File: src/mtu_defines.vh
`ifndef MTU_DEFINES_VH
`define MTU_DEFINES_VH
// ----------------------------------------
// Register word indices (byte address / 4)
// ----------------------------------------
`define MTU_IDX_START_A 6'h00
`define MTU_IDX_START_B 6'h01
`define MTU_IDX_UPDOWN 6'h02
`define MTU_IDX_ONESHOT 6'h03
`define MTU_IDX_TRGSEL 6'h04
`define MTU_IDX_REQ 6'h05
`define MTU_IDX_CTRL 6'h06
`define MTU_IDX_A_MODE 6'h08
`define MTU_IDX_A_CNT 6'h10
`define MTU_IDX_B_MODE 6'h18
`define MTU_IDX_B_CNT 6'h20
// ----------------------------------------
// Mode encodings and fields
// ----------------------------------------
`define MTU_M_TIMER 2'h0
`define MTU_M_EVENT 2'h1
`define MTU_M_ONESHOT 2'h2
`define MTU_M_PWM 2'h3
`define MTU_M_MEASURE 2'h2
`define MTU_MODE_LSB 0
`define MTU_FN_LSB 2
`define MTU_OVF_BIT 4
`define MTU_CTRL_PRESC_LSB 8
// ----------------------------------------
// Reset values and constants
// ----------------------------------------
`define MTU_CNT_RST 16'h0000
`define MTU_CNT_MAX 16'hFFFF
`define MTU_CNT_ZERO 16'h0000
`define MTU_CTRL_RST 4'h0
`define MTU_PRESC_RST 8'h00
`define MTU_MOTOR_MASK 5'h16
`endif

File: src/mtu_top.v
// Design decisions made here: the address map and the APB interface to the registers.
`timescale 1ns/100ps
`include "mtu_defines.vh"

// Notes on behaviour
// Five general and six measurement channels, each with its own start bit.
// All channels halted after reset; counting begins when start bit written 1.
// Software changes mode, direction, trigger settings only while channel stopped.
// General timer read: live count, FFFFh while reloading, written value if stopped.
// Event counter reload read: FFFFh after underflow, 0000h after overflow.
// Stopping one-shot reloads, drives output low, flags request one clock later.
// External one-shot trigger starts pulse within one count-source clock.
// Entering one-shot from timer or event mode sets the request flag.
// One-shot retrigger: one more count, reload set value, keep counting.
// Trigger source leaves one count-source cycle between retriggers.
// External retrigger not within 300 ns before count reaches 0000h.
// Entering PWM from timer or event mode sets the request flag.
// Stopping PWM: high output falls and flags; low output left alone.
// Measurement timer read: live count, FFFFh reloading, written value if stopped.
// Mode write while measuring clears overflow flag set a tick earlier.
// Measurement counter starts undefined; overflow may flag before first edge.
// First valid edge after start captures junk and raises no request.
// Changing measure function while running flags; same value leaves flag.
// Pulse-width measurement captures every successive width continuously.
// Overflow coinciding with valid edge gives one request; edge ignored.
// Motor outputs float on low shutdown pin when all four enables set.
// Software avoids secondary reload writes near carrier timer underflow.
// Each channel sets its sticky request flag; software clears it.
module mtu_top #(
  parameter NA = 5,
  parameter NB = 6
) (
  input wire i_clk,
  input wire i_rst,
  input wire i_psel,
  input wire i_penable,
  input wire i_pwrite,
  input wire [7:0] i_paddr,
  input wire [31:0] i_pwdata,
  output reg o_pready,
  output reg [31:0] o_prdata,
  output reg o_pslverr,
  input wire [NA-1:0] i_timer_input_pin,
  input wire [NB-1:0] i_measure_pin,
  input wire i_shutdown_n,
  output wire [NA-1:0] o_timer_output_pin,
  output reg [NA-1:0] o_timer_output_oe,
  output reg [NA+NB-1:0] o_request_flag
);

  // ----------------------------------------
  // Bus decode
  // ----------------------------------------
  wire [5:0] idx = i_paddr[7:2];
  wire wr = i_psel & i_penable & o_pready & i_pwrite;
  wire [15:0] wd = i_pwdata[15:0];
  wire [5:0] a_mi = idx - `MTU_IDX_A_MODE;
  wire [5:0] a_ci = idx - `MTU_IDX_A_CNT;
  wire [5:0] b_mi = idx - `MTU_IDX_B_MODE;
  wire [5:0] b_ci = idx - `MTU_IDX_B_CNT;

  reg [NA-1:0] count_start_register;
  reg [NB-1:0] second_count_start_register;
  reg [NA-1:0] up_down_select_register;
  reg [NA-1:0] trigger_select_register;
  reg [3:0] ctrl_reg;
  reg [7:0] presc_reg;
  reg [7:0] div_reg;
  reg tick_reg;
  reg [NA-1:0] ta_s1, ta_s2, ta_s3;
  reg [NB-1:0] tb_s1, tb_s2, tb_s3;
  reg sd_s1, sd_s2;

  wire [NA-1:0] ta_rise = ta_s2 & ~ta_s3;
  wire [NB-1:0] tb_rise = tb_s2 & ~tb_s3;
  wire [NB-1:0] tb_fall = ~tb_s2 & tb_s3;
  wire [NA-1:0] sw_trig;
  assign sw_trig = (wr && idx == `MTU_IDX_ONESHOT) ? wd[NA-1:0] : {NA{1'b0}};

  wire [NA*16-1:0] a_rd;
  wire [NA*2-1:0] a_md;
  wire [NA-1:0] a_set;
  wire [NB*16-1:0] b_rd;
  wire [NB*5-1:0] b_md;
  wire [NB-1:0] b_set;

  // ----------------------------------------
  // Pin synchronisers and edge history
  // ----------------------------------------
  always @(posedge i_clk) begin
    if (i_rst) begin
      ta_s1 <= {NA{1'b0}};
      ta_s2 <= {NA{1'b0}};
      ta_s3 <= {NA{1'b0}};
      tb_s1 <= {NB{1'b0}};
      tb_s2 <= {NB{1'b0}};
      tb_s3 <= {NB{1'b0}};
      sd_s1 <= 1'b1;
      sd_s2 <= 1'b1;
    end else begin
      ta_s1 <= i_timer_input_pin;
      ta_s2 <= ta_s1;
      ta_s3 <= ta_s2;
      tb_s1 <= i_measure_pin;
      tb_s2 <= tb_s1;
      tb_s3 <= tb_s2;
      sd_s1 <= i_shutdown_n;
      sd_s2 <= sd_s1;
    end
  end

  // ----------------------------------------
  // Count source divider
  // ----------------------------------------
  always @(posedge i_clk) begin
    if (i_rst) begin
      div_reg <= `MTU_PRESC_RST;
      tick_reg <= 1'b0;
    end else if (div_reg >= presc_reg) begin
      div_reg <= 8'h00;
      tick_reg <= 1'b1;
    end else begin
      div_reg <= div_reg + 8'h01;
      tick_reg <= 1'b0;
    end
  end

  // ----------------------------------------
  // Shared control registers
  // ----------------------------------------
  always @(posedge i_clk) begin
    if (i_rst) begin
      count_start_register <= {NA{1'b0}};
      second_count_start_register <= {NB{1'b0}};
      up_down_select_register <= {NA{1'b0}};
      trigger_select_register <= {NA{1'b0}};
      ctrl_reg <= `MTU_CTRL_RST;
      presc_reg <= `MTU_PRESC_RST;
    end else if (wr) begin
      case (idx)
        `MTU_IDX_START_A: count_start_register <= wd[NA-1:0];
        `MTU_IDX_START_B: second_count_start_register <= wd[NB-1:0];
        `MTU_IDX_UPDOWN: up_down_select_register <= wd[NA-1:0];
        `MTU_IDX_TRGSEL: trigger_select_register <= wd[NA-1:0];
        `MTU_IDX_CTRL: begin
          ctrl_reg <= wd[3:0];
          presc_reg <= wd[`MTU_CTRL_PRESC_LSB+:8];
        end
        default: ;
      endcase
    end
  end

  // ----------------------------------------
  // Request flags and shutdown
  // ----------------------------------------
  wire [NA+NB-1:0] req_clr;
  assign req_clr = (wr && idx == `MTU_IDX_REQ) ? wd[NA+NB-1:0] : {(NA+NB){1'b0}};
  wire sd_act = ~sd_s2 & (&ctrl_reg);

  // Set beats a simultaneous clear
  always @(posedge i_clk) begin
    if (i_rst) begin
      o_request_flag <= {(NA+NB){1'b0}};
      o_timer_output_oe <= {NA{1'b1}};
    end else begin
      o_request_flag <= (o_request_flag & ~req_clr) | {b_set, a_set};
      o_timer_output_oe <= sd_act ? ~`MTU_MOTOR_MASK : {NA{1'b1}};
    end
  end

  // ----------------------------------------
  // General channels
  // ----------------------------------------
  genvar g;
  generate
    for (g = 0; g < NA; g = g + 1) begin : gen_a
      reg [1:0] md;
      reg [15:0] cnt, rel, rldv;
      reg out, rld, run, pend, stp_d, set;
      wire st = count_start_register[g];
      wire wm = wr && a_mi == g;
      wire wc = wr && a_ci == g;
      wire ev = ta_rise[g];
      wire up = up_down_select_register[g];
      wire trig = trigger_select_register[g] ? ev : sw_trig[g];
      always @(posedge i_clk) begin
        if (i_rst) begin
          md <= `MTU_M_TIMER;
          cnt <= `MTU_CNT_RST;
          rel <= `MTU_CNT_RST;
          rldv <= `MTU_CNT_MAX;
          out <= 1'b0;
          rld <= 1'b0;
          run <= 1'b0;
          pend <= 1'b0;
          stp_d <= 1'b0;
          set <= 1'b0;
        end else begin
          rld <= 1'b0;
          stp_d <= 1'b0;
          set <= stp_d;
          if (wm) begin
            md <= wd[1:0];
            if (!md[1] && wd[1])
              set <= 1'b1;
          end
          if (wc) begin
            rel <= wd;
            if (!st)
              cnt <= wd;
          end
          if (!st) begin
            run <= 1'b0;
            pend <= 1'b0;
            if (run && md == `MTU_M_ONESHOT) begin
              cnt <= rel;
              out <= 1'b0;
              stp_d <= 1'b1;
            end else if (md == `MTU_M_PWM && out) begin
              out <= 1'b0;
              set <= 1'b1;
            end
          end else begin
            case (md)
              `MTU_M_TIMER: if (tick_reg) begin
                if (cnt == `MTU_CNT_ZERO) begin
                  cnt <= rel;
                  rld <= 1'b1;
                  rldv <= `MTU_CNT_MAX;
                  set <= 1'b1;
                end else begin
                  cnt <= cnt - 16'h0001;
                end
              end
              `MTU_M_EVENT: if (ev) begin
                if (up && cnt == `MTU_CNT_MAX) begin
                  cnt <= rel;
                  rld <= 1'b1;
                  rldv <= `MTU_CNT_ZERO;
                  set <= 1'b1;
                end else if (!up && cnt == `MTU_CNT_ZERO) begin
                  cnt <= rel;
                  rld <= 1'b1;
                  rldv <= `MTU_CNT_MAX;
                  set <= 1'b1;
                end else begin
                  cnt <= up ? cnt + 16'h0001 : cnt - 16'h0001;
                end
              end
              `MTU_M_ONESHOT: begin
                if (trig)
                  pend <= 1'b1;
                if (tick_reg && pend) begin
                  pend <= trig;
                  cnt <= rel;
                  run <= 1'b1;
                  out <= 1'b1;
                end else if (tick_reg && run) begin
                  if (cnt <= 16'h0001) begin
                    cnt <= rel;
                    run <= 1'b0;
                    out <= 1'b0;
                    set <= 1'b1;
                  end else begin
                    cnt <= cnt - 16'h0001;
                  end
                end
              end
              default: if (tick_reg) begin
                if (cnt == `MTU_CNT_ZERO) begin
                  out <= ~out;
                  cnt <= out ? ~rel : rel;
                  if (out)
                    set <= 1'b1;
                end else begin
                  cnt <= cnt - 16'h0001;
                end
              end
            endcase
          end
        end
      end
      assign a_rd[g*16+:16] = rld ? rldv : cnt;
      assign a_md[g*2+:2] = md;
      assign a_set[g] = set;
      assign o_timer_output_pin[g] = out;
    end
  endgenerate

  // ----------------------------------------
  // Measurement channels
  // ----------------------------------------
  generate
    for (g = 0; g < NB; g = g + 1) begin : gen_b
      reg [3:0] md;
      reg [15:0] cnt, rel;
      reg rld, ovf, ovf_old, first, prev_st, set;
      wire st = second_count_start_register[g];
      wire wm = wr && b_mi == g;
      wire wc = wr && b_ci == g;
      wire [1:0] fn = md[`MTU_FN_LSB+:2];
      wire ve = fn[1] ? (tb_rise[g] | tb_fall[g]) :
        (fn[0] ? tb_rise[g] : tb_fall[g]);
      wire step = md[0] ? tb_rise[g] : tick_reg;
      always @(posedge i_clk) begin
        if (i_rst) begin
          md <= 4'h0;
          cnt <= `MTU_CNT_RST;
          rel <= `MTU_CNT_RST;
          rld <= 1'b0;
          ovf <= 1'b0;
          ovf_old <= 1'b0;
          first <= 1'b0;
          prev_st <= 1'b0;
          set <= 1'b0;
        end else begin
          rld <= 1'b0;
          set <= 1'b0;
          prev_st <= st;
          if (wc) begin
            rel <= wd;
            if (!st)
              cnt <= wd;
          end
          if (st) begin
            if (md[1:0] == `MTU_M_MEASURE) begin
              if (tick_reg)
                ovf_old <= ovf;
              if (tick_reg && cnt == `MTU_CNT_MAX) begin
                cnt <= `MTU_CNT_ZERO;
                ovf <= 1'b1;
                set <= 1'b1;
              end else begin
                if (tick_reg)
                  cnt <= cnt + 16'h0001;
                if (ve) begin
                  rel <= cnt;
                  cnt <= `MTU_CNT_ZERO;
                  first <= 1'b0;
                  if (!first)
                    set <= 1'b1;
                end
              end
            end else if (step) begin
              if (cnt == `MTU_CNT_ZERO) begin
                cnt <= rel;
                rld <= 1'b1;
                set <= 1'b1;
              end else begin
                cnt <= cnt - 16'h0001;
              end
            end
          end
          if (wm) begin
            md <= wd[3:0];
            if (st && wd[`MTU_FN_LSB+:2] != fn)
              set <= 1'b1;
            if (st && ovf_old) begin
              ovf <= 1'b0;
              ovf_old <= 1'b0;
            end
          end
          if (st && !prev_st)
            first <= 1'b1;
        end
      end
      assign b_rd[g*16+:16] = (md[1:0] == `MTU_M_MEASURE) ? rel :
        (rld ? `MTU_CNT_MAX : cnt);
      assign b_md[g*5+:5] = {ovf, md};
      assign b_set[g] = set;
    end
  endgenerate

  // ----------------------------------------
  // Read mux, latched in the setup cycle
  // ----------------------------------------
  reg [31:0] rd_next;
  reg err_next;
  always @* begin
    rd_next = 32'h00000000;
    err_next = 1'b0;
    if (a_mi < NA)
      rd_next[1:0] = a_md[a_mi*2+:2];
    else if (a_ci < NA)
      rd_next[15:0] = a_rd[a_ci*16+:16];
    else if (b_mi < NB)
      rd_next[4:0] = b_md[b_mi*5+:5];
    else if (b_ci < NB)
      rd_next[15:0] = b_rd[b_ci*16+:16];
    else begin
      case (idx)
        `MTU_IDX_START_A: rd_next[NA-1:0] = count_start_register;
        `MTU_IDX_START_B: rd_next[NB-1:0] = second_count_start_register;
        `MTU_IDX_UPDOWN: rd_next[NA-1:0] = up_down_select_register;
        `MTU_IDX_ONESHOT: rd_next = 32'h00000000;
        `MTU_IDX_TRGSEL: rd_next[NA-1:0] = trigger_select_register;
        `MTU_IDX_REQ: rd_next[NA+NB-1:0] = o_request_flag;
        `MTU_IDX_CTRL: rd_next[15:0] = {presc_reg, 4'h0, ctrl_reg};
        default: err_next = 1'b1;
      endcase
    end
  end

  // APB answer: ready in the first access cycle
  always @(posedge i_clk) begin
    if (i_rst) begin
      o_pready <= 1'b0;
      o_prdata <= 32'h00000000;
      o_pslverr <= 1'b0;
    end else begin
      o_pready <= i_psel & ~i_penable;
      if (i_psel & ~i_penable) begin
        o_prdata <= i_pwrite ? 32'h00000000 : rd_next;
        o_pslverr <= err_next;
      end
    end
  end

endmodule

File: config.mk
export PLATFORM = sky130hd
export DESIGN_NAME = mtu_top
export DESIGN_NICKNAME = d
export VERILOG_FILES = /design/src/mtu_top.v
export VERILOG_INCLUDE_DIRS = /design/src
export SDC_FILE = /design/constraint.sdc
export NUM_CORES = 2
export LEC_CHECK = 0
export BUFFER_PORTS_ARGS = -buffer_cell sky130_fd_sc_hd__buf_2
export CAP_MARGIN = 0
export CORE_AREA = 2 2 278 348
export CTS_BUF_LIST = sky130_fd_sc_hd__clkbuf_16
export CTS_CLUSTER_DIAMETER = 30
export CTS_CLUSTER_SIZE = 30
export DETAILED_ROUTE_END_ITERATION = 8
export DIE_AREA = 0 0 280 350
export PLACE_DENSITY = 0.63
export SETUP_SLACK_MARGIN = 0.4
export SYNTH_ARGS = -nofsm -noshare
export SYNTH_HDL_FRONTEND = slang
export SYNTH_SLANG_ARGS = --single-unit
File: constraint.sdc
create_clock -name i_clk -period 5.5 [get_ports i_clk]
set_clock_uncertainty 0.05 [all_clocks]
set_input_delay 1.1 -clock i_clk [delete_from_list [all_inputs] [get_ports i_clk]]
set_output_delay 1.1 -clock i_clk [all_outputs]
set_load 0.01 [all_outputs]
* Word-level counts from Yosys, hierarchy flattened
Cells that the tools add are included. W data, S select, Z words.
Operators by class: add/sub/neg operators 27, multiply operators 1, $lt $le $gt $ge 10, eq/ne operators 113, shift-type cells 4, multiplexer cells 578, bitwise gates (word level) 43, reductions and logical operators 218
Operators with widths (count):
- $mux W16 | 208
- $mux W1 | 333
- $pmux W16 S3 | 5
- $add A16 B1 Y16 const B | 11
- $eq A16 B16 Y1 const B | 11
- $logic_not A16 Y1 | 11
- $sub A16 B1 Y16 const B | 11
- $pmux W16 S2 | 5
- $shiftx A96 B11 Y16 | 1
- $logic_and A1 B1 Y1 | 83
- $le A16 B1 Y1 const B | 5
- $not A16 Y16 | 5
- $shiftx A80 B11 Y16 | 1
- $reduce_bool A2 Y1 | 38
- $eq A6 B2 Y1 const B | 10
- $reduce_and A6 Y1 | 10
- $eq A6 B3 Y1 const B | 9
- $ne A2 B2 Y1 const B | 20
- $ne A4 B2 Y1 const B | 10
- $eq A2 B2 Y1 const B | 16
- $mux W32 | 1
- $reduce_or A2 Y1 | 16
- $eq A6 B1 Y1 const B | 5
- $logic_not A6 Y1 | 5
- 40 further kinds | 164
Storage, ports and cells: bits in registers 659, input bits 57, output and inout bits 55, word-level logic and storage cells 1119

* Depth between registers and ports, before layout
depth after elaboration 10, gate-level depth with buffers 13, mapped depth without buffers 9

* Worst setup path after synthesis
Ideal clock, no wire load.
path kind input port to flip-flop, from input i_paddr[3], to register gen_a[4].cnt[5], setup time 0.116 ns, data arrival time 3.692 ns, required time 5.334 ns, setup slack 1.642 ns, stages 11, path buffers 4, cells stage by stage clkbuf_1 > or4b_2 > clkbuf_1 > nor4_1 > buf_2 > buf_4 > mux2i_1 > o22ai_1 > a22oi_1 > nand4_1 > a31o_2
Between the ends: cells in the longest elaborated chain, start to end 8, elaborated cells between the ends (all ways) 12, those cells by class 1 x add/sub; 1 x eq/ne; 9 x mux; 1 x reduce/logical
Ends and longest elaborated chain:
- from (decl) | RTL line mtu_top.v:38 | input wire [7:0] i_paddr,
- $sub A6 B5 Y6 (no source line) *
- $eq A6 B3 Y1 * | RTL line mtu_top.v:183 | wire wc = wr && a_ci == g;
- $logic_and A1 B1 Y1 * | RTL line mtu_top.v:183
- $mux W16 * | RTL line mtu_top.v:208 | if (wc) begin
- $mux W16 | RTL line mtu_top.v:259 | end else if (tick_reg && run) begin
- $mux W16 | RTL line mtu_top.v:254 | if (tick_reg && pend) begin
- $pmux W16 S3 | RTL line mtu_top.v:225 | case (md)
- $mux W16 * | RTL line mtu_top.v:213 | if (!st) begin
- to (signal assigned) | RTL line mtu_top.v:228 | cnt <= rel;
- to (signal assigned) | RTL line mtu_top.v:256 | cnt <= rel;
- to (signal assigned) | RTL line mtu_top.v:261 | cnt <= rel;
- to (decl) | RTL line mtu_top.v:179 | reg [15:0] cnt, rel, rldv;
Mark *: on every way between the ends. The rest lies on a longest branch, timed or not. A chain may end at the register's enable or synchronous reset.

* Worst setup path in the final report
from register gen_a[0].cnt[11], to register gen_a[0].cnt[2]
Between the ends: cells in the longest elaborated chain, start to end 7, elaborated cells between the ends (all ways) 17, those cells by class 1 x order compare; 1 x eq/ne; 12 x mux; 3 x reduce/logical
Ends and longest elaborated chain:
- from (decl) | RTL line mtu_top.v:179
- from (signal assigned) | RTL line mtu_top.v:190 | cnt <= `MTU_CNT_RST;
- from (signal assigned) | RTL line mtu_top.v:211 | cnt <= wd;
- from (signal assigned) | RTL line mtu_top.v:217 | cnt <= rel;
- parallel branches: the longest is 5 deep, another holds $le A16 B1 Y1
- $pmux W16 S3 * | RTL line mtu_top.v:225
- $mux W16 * | RTL line mtu_top.v:213
Every way passes the cells marked *.

==> flow_metrics.env <==
export IMPL_syn2layout_area_growth_pct=11.88
export IMPL_hold_end="o_request_flag[9]$_SDFF_PP0_"
export IMPL_die_h_um=350
export IMPL_holdCritStartpoint="gen_b[4].set$_SDFF_PP0_"
export IMPL_yosys_warnings=0
export IMPL_worst_pin_slew_ns=1.452
export IMPL_path_clk_slew_ns=0.05
export IMPL_grt_max_degree=175
export IMPL_die_w_um=280
export IMPL_cts_root_buf="clkbuf_16"
export IMPL_post_cts_setup_buffers=0
export IMPL_reg2regPathDepth=7
export IMPL_seq_area_frac_synth=0.2405
export IMPL_htreeDepth=4
export IMPL_gr_total_overflow=0
export IMPL_tritoncts="yes"
export IMPL_critPathLaunchType="register"
export IMPL_p_leak_nw=18.94
export IMPL_ios=112
export IMPL_wirelength_um=214900
export IMPL_synthArstFlopShare=0
export IMPL_cts_sinks=564
export IMPL_clk_path_buf_depth=3
export IMPL_multi_input_area_um2=32580
export IMPL_dpl_hpwl_um=145000
export IMPL_rsz0062_at_grt="no"
export IMPL_criticalPathCategory="register to register"
export IMPL_synth_seq_cells=564
export IMPL_p_per_area_nw_per_um2=253.1
export IMPL_synth_area_um2=46950
export IMPL_crit_fanout=12
export IMPL_drive_gt1_frac=0.09626
export IMPL_core_um2=94430
export IMPL_design_area_um2=52530
export IMPL_cts_hold_buf=0
export IMPL_regArea_um2=11290
export IMPL_design_die_area_um2=98000
export IMPL_ant_nets=0
export IMPL_regToRegSetupSlack_ns=1.51
export IMPL_violations="DRC, capacitance limit"
export IMPL_grt_total_usage=0.4246
export IMPL_grt_pass1_vias=49940
export IMPL_dr_pass1_iters=9
export IMPL_cp_end_kind="register"
export IMPL_max_vdd_ir_drop_mv=0.2997
export IMPL_final_nets=6553
export IMPL_place_area_um2=47690
export IMPL_num_vias=53860
export IMPL_antenna_found_initial=10
export IMPL_fill_cells=9222
export IMPL_gp_congestion=1.068
export IMPL_post_route_period_util=0.7260
export IMPL_synth_cell_type_count=95
export IMPL_finalSetupViolCount=0
export IMPL_rows=126
export IMPL_cap_violations=1
export IMPL_period_minus_slack_ns=3.993
export IMPL_synth_edff_count=0
export IMPL_synth_main_ff_cell="dfxtp_1"
export IMPL_holdWs_ns=0.3832
export IMPL_grt_pass1_wl_um=320200
export IMPL_io_buffers=75
export IMPL_reg_top3="gen_b.cnt (96), gen_b.rel (96)"
export IMPL_synthCells=6732
export IMPL_hold_class="register to register"
export IMPL_maxSlewViolCount=0
export IMPL_finalHoldViolations=0
export IMPL_cp_required_ns=6.12
export IMPL_clkLatencyLatePin_ns=0.80
export IMPL_first_iter_violations=6735
export IMPL_fin_tns_setup_ns=0
export IMPL_vias_per_cell=6.927
export IMPL_max_slew_margin=0.02308
export IMPL_cts_resized_gates=0
export IMPL_max_freq_mhz=250.4
export IMPL_min_delay_path_depth=2
export IMPL_status="finished, violations left"
export IMPL_r2r_end="gen_a[0].cnt[2]$_SDFF_PP0_"
export IMPL_fin_util=0.5562
export IMPL_timing_rr_start="gen_a[0].cnt[11]$_SDFF_PP0_"
export IMPL_drc=1
export IMPL_initial_utilization=0.4972
export IMPL_wl_per_cell_um=27.63
export IMPL_syn_area_per_cell_um2=6.974
export IMPL_cp_arrival_ns=4.61
export IMPL_cts_buffers_inserted=141
-- how the worst max path moves through the flow --
stage                     depth (start not counted)                         end  slack [ns]                        start
final                                             7  gen_a[0].cnt[2]$_SDFF_PP0_        1.51  gen_a[0].cnt[11]$_SDFF_PP0_
after global routing                              9  gen_a[3].cnt[6]$_SDFF_PP0_        1.42   gen_a[3].cnt[1]$_SDFF_PP0_
after CTS                                        10  gen_a[3].cnt[6]$_SDFF_PP0_        1.62   gen_a[3].cnt[0]$_SDFF_PP0_
after detailed placement                          9  gen_b[2].cnt[9]$_SDFF_PP0_        0.97                   i_paddr[4]
after global placement                            9  gen_b[2].cnt[9]$_SDFF_PP0_        1.04                   i_paddr[4]
after floorplan                                  11  gen_a[4].cnt[5]$_SDFF_PP0_        1.64                   i_paddr[3]
-- worst max-delay path, stage by stage (launching register included) --
cell and delay (ns):
dfxtp_1 0.48, nor4_1 0.86, o2111ai_1 0.42, o21ai_0 1.19, o22ai_1 0.17, a222oi_1 0.34, a21oi_1 0.10, a221o_1 0.27
-- logic make-up after synthesis --
group / synth area share
AOI/OAI and AO/OA: 0.3062
xor gates and xnor gates: 0.06231
adders and majority gates: 0.01492
buffers and inverters: 0.06974
DFF: 0.2405
muxes: 0.05599
other: 0.0001600
and+or+nand+nor: 0.2502
-- synth_stat cells, types with 38 or more instances --
cell type | count | area (um2)
mux2i_1 | 194 | 1942
buf_1 | 63 | 236.5
ha_1 | 56 | 700.7
o221ai_1 | 50 | 437.9
inv_1 | 118 | 442.9
dfxtp_1 | 564 | 11290
nor4_1 | 63 | 394.1
or3_1 | 96 | 600.6
xor2_1 | 146 | 1279
nor2b_1 | 84 | 525.5
a21oi_1 | 652 | 3263
nand2_1 | 884 | 3318
a22oi_1 | 42 | 315.3
a211oi_1 | 145 | 1089
o22ai_1 | 98 | 613.1
a31oi_1 | 69 | 431.7
o31ai_1 | 38 | 285.3
clkbuf_1 | 601 | 2256
o21ai_0 | 443 | 2217
nand2b_1 | 50 | 312.8
nor2_1 | 611 | 2293
nand3_1 | 173 | 865.8
a221oi_1 | 95 | 832.1
nand4_1 | 77 | 481.7
and2_1 | 60 | 375.4
a311oi_1 | 90 | 788.3
nor3_1 | 191 | 955.9
o211ai_1 | 126 | 945.9
and3_1 | 47 | 294.0
xnor2_1 | 188 | 1647
-- per-layer routing --
layer	GRT usage	vias up	wire length, um
li1	-	24140	-
met1	0.5072	25610	80860
met2	0.6632	3250	95160
met3	0.09754	856	21150
met4	0.3188	6	17610
met5	0.002959	-	66
-- power by group --
part	internal [mW]	total, mW	switching, mW
Combinational	0.133	0.660	0.528
Sequential	4.11	4.13	0.0155
Clock	5.49	8.51	3.02
Total	9.73	13.3	3.56
-- cell usage in the layout (no fill, tap or decap), types with 146 or more instances in the layout --
cell type / n
mux2i_1: 194
o21ai_0: 443
dfxtp_1: 563
xor2_1: 146
nand3_1: 173
nor3_1: 181
xnor2_1: 188
nand2_1: 884
nor2_1: 611
a21oi_1: 652
buf_4: 181
-- area by class of cell --
class / count / share of cell area
inverters: 121 / 0.008695
flip-flops and latches: 564 / 0.2150
diodes: 5 / 0.0002382
clock buffers: 142 / 0.06765
multi-input cells: 5352 / 0.6203
clock inverters: 116 / 0.02408
repair buffers: 260 / 0.03502
well taps: 1216 / 0.02897
-- through the flow --
stage | total power [mW] | cells | setup WS [ns]
final | 13.30 | 7776 | 1.507
after global routing | 13.58 | 7773 | 1.424
after detailed placement | 4.828 | 7513 | 0.9655
after global placement | 4.826 | 7513 | 1.038
after CTS | 13.30 | 7771 | 1.622
after floorplan | 4.546 | 6748 | 1.642
(Power assumes the default switching activity.)
